<file path="src/pfs_pkg.sv">
/*
 pfs_pkg: constants and command codes for the program fetch sequencer.
 Assumes: used by pfs_program_fetch_sequencer and pfs_sva; no imports anywhere.
*/
`default_nettype none

package pfs_pkg;

	// ==========================================================
	// widths and stack depth
	localparam int ADDR_W       = 16;
	localparam int WORD_W       = 16;
	localparam int RPT_W        = 8;
	localparam int STACK_DEPTH  = 8;

	// ==========================================================
	// reset values
	localparam logic [15:0] RESET_ADDR  = 16'h0000;
	localparam logic [15:0] RESET_WORD  = 16'h0000;
	localparam logic [7:0]  RESET_RPT   = 8'h00;

	// ==========================================================
	// stack push source select
	localparam logic [1:0] PUSH_PC   = 2'h0;
	localparam logic [1:0] PUSH_ACCUM_LOW_HALF = 2'h1;
	localparam logic [1:0] PUSH_DATA = 2'h2;

	// ==========================================================
	// sequencer states
	typedef enum logic [2:0] {
		ST_RUN    = 3'b001,
		ST_BORROW = 3'b010,
		ST_RESUME = 3'b100
	} pfs_state_e;

endpackage : pfs_pkg

`default_nettype wire

</file>
<file path="src/pfs_program_fetch_sequencer.sv">
/*
 pfs_program_fetch_sequencer: program sequencing front end of a 16-bit
 signal processor core: prefetch counter with one-word save slot, program
 counter, fetch queue, instruction register, hardware stack, repeat count
 and the program address bus.
 Assumes: all control inputs come from the core decoder on the same clock;
 program memory answers progData within the cycle progAddrBus is shown;
 a fetched word is taken at the edge that ends the read cycle, a mac operand at the edge before progRead.
*/
`default_nettype none

module pfs_program_fetch_sequencer #(
	parameter int  STACK_DEPTH  = pfs_pkg::STACK_DEPTH,
	parameter bit  HAS_PREFETCH = 1'b1
) (
	// clock and reset
	input  wire logic                        clock,
	input  wire logic                        resetn,
	// program memory
	output var  logic [pfs_pkg::ADDR_W-1:0]  progAddrBus,
	output var  logic                        progRead,
	input  wire logic [pfs_pkg::WORD_W-1:0]  progData,
	// fetch and decode control
	input  wire logic                        fetchReq,
	input  wire logic                        decodeStep,
	input  wire logic                        branchTake,
	input  wire logic [pfs_pkg::ADDR_W-1:0]  branchAddr,
	// borrowed addressing (block move, mac, table ops)
	input  wire logic                        borrowStart,
	input  wire logic [pfs_pkg::ADDR_W-1:0]  borrowAddr,
	input  wire logic                        borrowStep,
	input  wire logic                        borrowDone,
	input  wire logic [pfs_pkg::ADDR_W-1:0]  normalDataAddr,
	output var  logic [pfs_pkg::ADDR_W-1:0]  dataAddr,
	output var  logic                        borrowActive,
	output var  logic [pfs_pkg::WORD_W-1:0]  macOperand,
	output var  logic                        macOperandValid,
	// stack
	input  wire logic                        stackPush,
	input  wire logic [1:0]                  stackPushSel,
	input  wire logic                        stackPop,
	input  wire logic                        retTake,
	input  wire logic [pfs_pkg::WORD_W-1:0]  accumLowHalf,
	input  wire logic [pfs_pkg::WORD_W-1:0]  dataIn,
	output var  logic [pfs_pkg::WORD_W-1:0]  stackTop,
	// repeat
	input  wire logic                        repeatLoad,
	input  wire logic [pfs_pkg::RPT_W-1:0]   repeatValue,
	output var  logic [pfs_pkg::RPT_W-1:0]   repeatCount,
	output var  logic                        repeatHold,
	// execution
	output var  logic [pfs_pkg::WORD_W-1:0]  execInstrReg,
	output var  logic [pfs_pkg::ADDR_W-1:0]  progCounter,
	output var  logic [pfs_pkg::ADDR_W-1:0]  prefetchAddrCounter
);

	localparam int SP_W = $clog2(STACK_DEPTH + 1);

	// ==========================================================
	// state
	typedef struct packed {
		pfs_pkg::pfs_state_e               state;
		logic [pfs_pkg::ADDR_W-1:0]        prefetch_addr_counter;
		logic [pfs_pkg::ADDR_W-1:0]        saveSlot;
		logic [pfs_pkg::ADDR_W-1:0]        pc;
		logic [pfs_pkg::ADDR_W-1:0]        fetchedAddr;
		logic [pfs_pkg::WORD_W-1:0]        queue;
		logic                              queueValid;
		logic                              fetchPend;
		logic [pfs_pkg::WORD_W-1:0]        instr;
		logic [STACK_DEPTH-1:0][pfs_pkg::WORD_W-1:0] stack;
		logic [SP_W-1:0]                   sp;
		logic [pfs_pkg::RPT_W-1:0]         rpt;
		logic [pfs_pkg::ADDR_W-1:0]        prog_addr_bus;
		logic                              pread;
		logic [pfs_pkg::ADDR_W-1:0]        daddr;
		logic [pfs_pkg::WORD_W-1:0]        macOp;
		logic                              macValid;
	} pfs_state_s;

	pfs_state_s q;
	pfs_state_s d;

	// ==========================================================
	// helpers
	function automatic logic [pfs_pkg::ADDR_W-1:0] incAddr(
		input logic [pfs_pkg::ADDR_W-1:0] a
	);
		incAddr = a + 16'h0001;
	endfunction : incAddr

	logic [pfs_pkg::ADDR_W-1:0] fetchPtr;
	logic [pfs_pkg::WORD_W-1:0] pushWord;
	logic                       borrowing;

	// reduced variant has no separate counter: the pc does the job
	assign fetchPtr  = HAS_PREFETCH ? q.prefetch_addr_counter : q.pc;
	assign borrowing = (q.state == pfs_pkg::ST_BORROW);

	always_comb
	begin
		if (stackPushSel == pfs_pkg::PUSH_ACCUM_LOW_HALF)
		begin
			pushWord = accumLowHalf;
		end
		else if (stackPushSel == pfs_pkg::PUSH_DATA)
		begin
			pushWord = dataIn;
		end
		else
		begin
			pushWord = q.pc;
		end
	end

	// ==========================================================
	// next state
	always_comb
	begin
		d          = q;
		d.pread    = 1'b0;
		d.macValid = 1'b0;
		d.fetchPend = 1'b0;

		// returned program word lands in the queue first
		if (q.fetchPend)
		begin
			d.queue      = progData;
			d.queueValid = 1'b1;
		end

		case (q.state)
			pfs_pkg::ST_RUN:
			begin
				d.daddr = normalDataAddr;
				if (borrowStart)
				begin
					d.saveSlot = fetchPtr;
					d.state    = pfs_pkg::ST_BORROW;
					if (HAS_PREFETCH)
						d.prefetch_addr_counter = borrowAddr;
					else
						d.pc  = borrowAddr;
				end
				else if (fetchReq && !q.queueValid)
				begin
					d.prog_addr_bus       = fetchPtr;
					d.pread     = 1'b1;
					d.fetchPend = 1'b1;
					d.fetchedAddr = fetchPtr;
					if (HAS_PREFETCH)
						d.prefetch_addr_counter = incAddr(q.prefetch_addr_counter);
				end
			end
			pfs_pkg::ST_BORROW:
			begin
				d.daddr = fetchPtr;
				// mac operands stream over the program bus
				d.prog_addr_bus   = fetchPtr;
				if (borrowStep)
				begin
					d.pread     = 1'b1;
					d.macOp     = progData;
					d.macValid  = 1'b1;
					if (HAS_PREFETCH)
						d.prefetch_addr_counter = incAddr(q.prefetch_addr_counter);
					else
						d.pc  = incAddr(q.pc);
				end
				if (borrowDone)
					d.state = pfs_pkg::ST_RESUME;
			end
			pfs_pkg::ST_RESUME:
			begin
				if (HAS_PREFETCH)
					d.prefetch_addr_counter = q.saveSlot;
				else
					d.pc  = q.saveSlot;
				d.daddr = normalDataAddr;
				d.state = pfs_pkg::ST_RUN;
			end
			default:
			begin
				d.state = pfs_pkg::ST_RUN;
			end
		endcase

		// decode: queue to instruction register once rpt is zero, else rpt counts down; pc moves on now only with HAS_PREFETCH
		if (decodeStep && q.queueValid && !borrowing)
		begin
			if (q.rpt != pfs_pkg::RESET_RPT)
			begin
				d.rpt = q.rpt - 8'h01;
			end
			else
			begin
				d.instr      = q.queue;
				d.queueValid = 1'b0;
				if (HAS_PREFETCH)
					d.pc = incAddr(q.fetchedAddr);
			end
		end

		if (repeatLoad)
			d.rpt = repeatValue;

		// stack; overflow drops the oldest word, underflow keeps last
		if (stackPush)
		begin
			for (int i = STACK_DEPTH - 1; i > 0; i--)
				d.stack[i] = q.stack[i-1];
			d.stack[0] = pushWord;
			if (q.sp != SP_W'(STACK_DEPTH))
				d.sp = q.sp + 1'b1;
		end
		else if (stackPop)
		begin
			for (int i = 0; i < STACK_DEPTH - 1; i++)
				d.stack[i] = q.stack[i+1];
			if (q.sp != '0)
				d.sp = q.sp - 1'b1;
		end

		// branch or return redirects fetch, flushes queued word
		if ((branchTake || retTake) && !borrowing)
		begin
			d.pc = retTake ? q.stack[0] : branchAddr;
			if (HAS_PREFETCH)
				d.prefetch_addr_counter = retTake ? q.stack[0] : branchAddr;
			d.queueValid = 1'b0;
			d.fetchPend  = 1'b0;
		end
	end

	// ==========================================================
	// registers
	always_ff @(posedge clock or negedge resetn)
	begin
		if (!resetn)
		begin
			q       <= '0;
			q.state <= pfs_pkg::ST_RUN;
			q.prefetch_addr_counter   <= pfs_pkg::RESET_ADDR;
			q.pc    <= pfs_pkg::RESET_ADDR;
			q.instr <= pfs_pkg::RESET_WORD;
			q.rpt   <= pfs_pkg::RESET_RPT;
		end
		else
		begin
			q <= d;
		end
	end

	// ==========================================================
	// outputs from flip-flops; borrowActive and repeatHold are decoded from state and rpt
	assign progAddrBus         = q.prog_addr_bus;
	assign progRead            = q.pread;
	assign dataAddr            = q.daddr;
	assign borrowActive        = borrowing;
	assign macOperand          = q.macOp;
	assign macOperandValid     = q.macValid;
	assign stackTop            = q.stack[0];
	assign repeatCount         = q.rpt;
	assign repeatHold          = (q.rpt != pfs_pkg::RESET_RPT);
	assign execInstrReg        = q.instr;
	assign progCounter         = q.pc;
	assign prefetchAddrCounter = fetchPtr;

endmodule : pfs_program_fetch_sequencer

`default_nettype wire

</file>
<file path="config.mk">
export PLATFORM = sky130hd
export DESIGN_NAME = pfs_program_fetch_sequencer
export DESIGN_NICKNAME = d
export VERILOG_FILES = /design/src/pfs_pkg.sv /design/src/pfs_program_fetch_sequencer.sv
export SDC_FILE = /design/constraint.sdc
export NUM_CORES = 1
export LEC_CHECK = 0
export BUFFER_PORTS_ARGS = -buffer_cell sky130_fd_sc_hd__buf_2
export CAP_MARGIN = 20
export CORE_MARGIN = 5
export CORE_UTILIZATION = 50
export DETAILED_ROUTE_END_ITERATION = 8
export PLACE_DENSITY = 0.83
export SYNTH_ARGS = -nofsm -noshare
export SYNTH_HDL_FRONTEND = slang
export SYNTH_SLANG_ARGS = --single-unit
export TNS_END_PERCENT = 30
</file>
<file path="constraint.sdc">
create_clock -name clock -period 2.24 [get_ports clock]
set_clock_uncertainty 0.15 [all_clocks]
set_input_delay 0.112 -clock clock [delete_from_list [all_inputs] [get_ports clock]]
set_output_delay 0.112 -clock clock [all_outputs]
set_load 0.005 [all_outputs]
</file>
# After elaboration in Yosys (flattened, before gate mapping)
# Cells that the tools add are included.
# classes
n_addsub	5
n_mul	0
div_mod_pow	0
magnitude_cmp	0
n_eq_ne	13
n_shift	0
mux	36
bitwise_logic	2
reduce_logical	26
# op_table
operator	count
116-bit 2-to-1 mux	2
16-bit 2-to-1 mux	11
16-bit one-hot mux with 3 select lines	1
17-bit 2-to-1 mux	2
17-bit one-hot mux with 2 select lines	1
16-bit by 1-bit adder with 16-bit output (second input constant)	2
16-bit one-hot mux with 2 select lines	1
8-bit 2-to-1 mux	3
3-bit AND reduction	4
2-bit nonzero test	6
2-bit AND reduction	5
1-bit 2-to-1 mux	9
4-bit 2-to-1 mux	2
2-bit inequality test (second input constant)	4
4-bit inequality test (second input constant)	2
4-bit nonzero test	2
8-bit nonzero test	1
8-bit by 1-bit subtractor with 8-bit output (second input constant)	1
3-bit 2-to-1 mux	2
3-bit one-hot mux with 2 select lines	1
4-bit by 1-bit adder with 4-bit output (second input constant)	1
1-bit logical AND	4
4-bit by 1-bit subtractor with 4-bit output (second input constant)	1
3-bit by 1-bit == test with 1-bit output (second input constant)	1
other kinds (11)	13
# word_totals
register_bits	291
latch_bits	0
ram_bits	0
rom_bits	0
input_bits	118
out_inout_bits	124
word_cells	106
mem_count	0

# Depth between registers and ports, before layout
# logic_depth
depth_word	6
mapped_depth	9
ltp_nobuf	7

# Worst setup path before layout
# No wires, ideal clock.
# synth_path
kind	reg2reg
start	register q, in the netlist repeatCount[0]
end	register q, in the netlist progCounter[13]
setup_time_ps	92
arrival_ps	2152
required_ps	1998
setup_slack_ps	-154
stages_incl_launch_ff	9
path_buffers	2
period_less_slack_ps	2394
cell_sequence	dfrtp_1 inv_1 ha_1 or3b_2 or2_1 or3_1 buf_6 buf_6 o31ai_2
# synth_between
elab_chain_cells	4
# synth_lines
element	line	source
from (decl)	pfs_program_fetch_sequencer.sv:81	pfs_state_s q;
8-bit nonzero test	--	
via repeatHold	pfs_program_fetch_sequencer.sv:50	output var logic repeatHold,
16-bit 2-to-1 mux	pfs_program_fetch_sequencer.sv:191	if (q.rpt != pfs_pkg::RESET_RPT)
16-bit 2-to-1 mux	pfs_program_fetch_sequencer.sv:189	if (decodeStep && q.queueValid && !borrowing)
16-bit 2-to-1 mux	pfs_program_fetch_sequencer.sv:225	if ((branchTake || retTake) && !borrowing)
# The timed path passes the listed nets, and every way through them passes these cells.
# A chain may end at the register's enable or synchronous reset.

# Worst setup path in the final report
# layout_path
start	register q, in the netlist repeatCount[0]
end	register q, in the netlist repeatCount[5]
# layout_between
elab_chain_cells	4
elab_cells_between_ends	7
classes_between	1 x add/sub; 3 x mux; 3 x reduce/logical
# layout_lines
element	line	source
8-bit by 1-bit subtractor with 8-bit output	pfs_program_fetch_sequencer.sv:193	d.rpt = q.rpt - 8'h01;
8-bit 2-to-1 mux	pfs_program_fetch_sequencer.sv:191	
8-bit 2-to-1 mux	pfs_program_fetch_sequencer.sv:189	
8-bit 2-to-1 mux	pfs_program_fetch_sequencer.sv:204	if (repeatLoad)
# Parallel ways exist; a longest one is shown, timed or not. The select of a mux whose other input is x is not followed.

==> out/results.md <==
| Result | Reported |
| --- | --- |
| Total power per unit cell area | 1080 nW/um^2 |
| Warnings from Yosys | 0 |
| Vias in the first global route | 12,800 |
| Remaining routing DRC violations | 0 |
| Die footprint | 33,500 um^2 |
| Time the worst path needs with I/O delays and setup | 2.29 ns |
| Worst IR Drop VDD | 853 uV |
| CTS H-tree lvls | 1 |
| Maximum operating frequency | 437 MHz |
| Clock-pin slew on the worst setup and hold paths | 0.06 ns |
| Final cycle utilization of the critical path | 102% |
| Boundary Pins | 242 |
| CP startpoint kind | flop |
| Total global-route track usage | 24.8% |
| Relative contribution of sequential cells to total power | 41.6% |
| Hold Fails Final Rpt | 0 |
| Count of flip-flops with a built-in enable after synthesis | 0 |
| Initial antenna violation count | 1 |
| Wire length of the first global-routing pass | 68,100 um |
| Cell type group with the largest total delay on the critical path | simple AND/OR/NAND/NOR gates |
| Placeable core region | 29,600 um^2 |
| Internal power of the cells | 0.0130 W |
| Source-to-sink clock delay at the later pin of the worst-skew pair | 0.56 ns |
| Share of synthesized registers carrying an async set or reset | 100% |
| Avg Synthesized Cell Area | 10.2 um^2 |
| Worst hold slack across all endpoints | 0.0228 ns |
| Final setup slack of the worst path | -0.0505 ns |
| Bufs on Longest Clock Path | 3 |
| Area growth from synthesis to layout | 23.3% |
| Clock tree from TritonCTS | built |
| Crit path kind | reg2reg |
| Width of the die | 183 um |
| Aggregate global routing overflow | 0 |
| Setup-violating endpoint count in the final report | 10 |
| Worst Hold Class | in2reg |
| Initial standard-cell utilization of the core | 50.5% |
| Highest-count cells in the layout ignoring fill and taps | dfrtp_1 (286), buf_2 (239), nand2_1 (219) |
| Most frequent standard cell in the layout excluding fill and tap cells | dfrtp_1 |
| Outcome | complete, but fails checks |
| Reported leakage power | 8.68 nW |
| Number of pins exceeding their max-slew limit in the final report | 0 |
| Required time at the worst-slack endpoint | 2.50 ns |
| Cell Count Post-Placement | 1,973 |
| Max Cap Viol | 0 |
| Switching power total | 0.00698 W |
| Peak per-stage delay on the critical path | 0.39 ns |
| Filler cells | 2,350 |
| Switching portion of total power | 35.0% |
| Data arrival time of the worst path | 2.55 ns |
| Clk network pwr share | 24.6% |
| Element type at the critical path end | flop |
| Post-layout instance count excluding filler cells | 2,145 |
| Combinational group share of total power | 33.8% |
| Count of TritonRoute iterations in the first routing pass | 6 |
| Post-Syn Nets | 1,593 |
| Pre-CTS setup slack | -0.101 ns |
| List of cells traversed by the critical path | inv_2, ha_1, or3b_4, buf_6, o2111a_1, nand3_1, xor2_1, o21ai_0 |
| Synthesized instance count | 1,471 |
| NumNets Final | 1,852 |
| Flip-flop cell with the highest count after synthesis | dfrtp_1 |
| Unrepaired setup endpoints after global routing | true |
| Std cell rows | 63 |
| Cell at the slowest stage of the critical path | dfrtp_1 |
| Number of vias after detailed routing | 12,200 |
| Number of DRC markers in iteration 0 | 977 |
| Setup TNS after final layout | -0.138 ns |
| Overall power after layout | 0.0199 W |
| Maximum number of pins on one net before global-route repair | 111 |
| Number of register bits inferred by synthesis | 287 |
| Clock tree root buffer cell | clkbuf_16 |
| Cell area after synthesis | 15,000 um^2 |
| Share of the yosys chip area belonging to registers | 47.9% |
| Violations in the final reports | setup timing |
| Transition at the pin with the smallest max-transition slack | 0.776 ns |
| Final weighted congestion in routability-driven placement | 0.895 |
| Estimated wirelength of the detail-placed design | 28,000 um |
| Number of I/O port buffers | 241 |
| Worst relative slew slack | 48.3% |
| CP Max Fanout | 9 |
| CTS Buf Count | 31 |
| Die Ht | 183 um |
| Avg Vias per Cell | 5.68 |
| Post-Route WL | 42,400 um |
| Clock sink total | 287 |
| Number of different library cells in the post-synthesis netlist | 65 |
| ANT nets after route | 0 |
| Layout cells sized above 1 | 30.1% |
| Post-DR wirelength/cell | 19.8 um |
| WP buf/inv | 2 |
metrics by stage:
step	cell area (um^2)	util, %
floorplan	15000	-
global placement	16200	54.7
detailed placement	16200	54.7
CTS	18400	62.1
global route	18500	62.3
finish	18500	62.3
final timing paths:
check | from | slack, ns | end | cells after the start
setup / recovery | repeatCount[0] | -0.05 | repeatCount[5] | 8
hold / removal | borrowAddr[13] | 0.02 | prefetchAddrCounter[13] | 5
setup reg to reg | repeatCount[0] | -0.05 | repeatCount[5] | 8
hold reg to reg | q[223] | 0.31 | execInstrReg[15] | 2
max in group asynchronous | resetn | 1.49 | q[288] | 3
min in group asynchronous | resetn | 0.09 | q[167] | 3
worst reg2reg max path: stages (launching register included):
cell,delay (ns)
dfrtp_1,0.39
inv_2,0.06
ha_1,0.13
or3b_4,0.37
buf_6,0.13
o2111a_1,0.35
nand3_1,0.16
xor2_1,0.23
o21ai_0,0.16
registers in the layout, summed over array words and instances (netlist names):
register,flops
progAddrBus,16
macOperand,16
stackTop,16
dataAddr,16
prefetchAddrCounter,16
macOperandValid,1
progRead,1
progCounter,16
execInstrReg,16
repeatCount,8
q,165
final cells by class:
cell class | instances | area [um^2] | area share, %
antenna | 2 | 5.00 | 0.0271
clock buffer | 46 | 892 | 4.83
clock inverter | 10 | 78.8 | 0.427
inverter | 14 | 52.6 | 0.284
multi-input combinational | 951 | 6540 | 35.4
sequential | 287 | 7180 | 38.9
tap | 390 | 488 | 2.64
timing repair buffer | 445 | 3230 | 17.5
what timing repair did:
action	CTS	global route
setup endpoints to repair	14	68
setup buffers	2	0
hold buffers	110	0
pin swaps	3	6
resized for setup	15	18
cloned	2	0
endpoints found under the hold margin	454	0
power groups by stage:
stage          registers, W  clock network, W  logic [W]
5_1_grt             0.00849           0.00521    0.00735
6_report            0.00830           0.00490    0.00674
4_1_cts             0.00823           0.00497    0.00656
3_3_place_gp        0.00818                 0    0.00610
3_5_place_dp        0.00829                 0    0.00632
2_1_floorplan       0.00784                 0    0.00475
per-layer routing:
layer  GRT usage [%]  vias up  wire length (um)
li1                -     5547                 -
met1            32.1     5997             17100
met2            42.1      516             21000
met3            3.97      129              2680
met4            9.86        2              1690
met5               0        -                 7
logic make-up (layout without fill, tap and decap cells):
logic type      count (synthesis)  count (layout)  share of synthesized area (%)
mux                           268             268                           18.9
other cells                     0               2                              0
compound gates                304             304                           12.2
flops                         287             287                           47.9
fa+ha+maj                       5               5                          0.401
simple gates                  346             346                           10.0
xor+xnor                       28              28                           1.64
buf+inv                       233             515                           9.01
cells in the mapped netlist, types with 8 or more instances:
library cell  instances  area share, %
o21ai_0             169            5.6
xnor2_1              11           0.64
a22oi_1              22            1.1
mux2i_1             155             10
o221ai_1              9           0.53
nand4_1              10           0.42
buf_1                17           0.43
xor2_1               17           0.99
inv_1                13           0.33
nand2_1             220            5.5
nor2_1               56            1.4
buf_4               120            6.0
o211ai_1             18           0.90
dfrtp_1             286             48
clkbuf_1             72            1.8
a21oi_1              30            1.0
mux2_2              113            8.5
buf_2                 8           0.27
nand3_1              13           0.43
No activity file was read; power rests on OpenSTA's default activity.
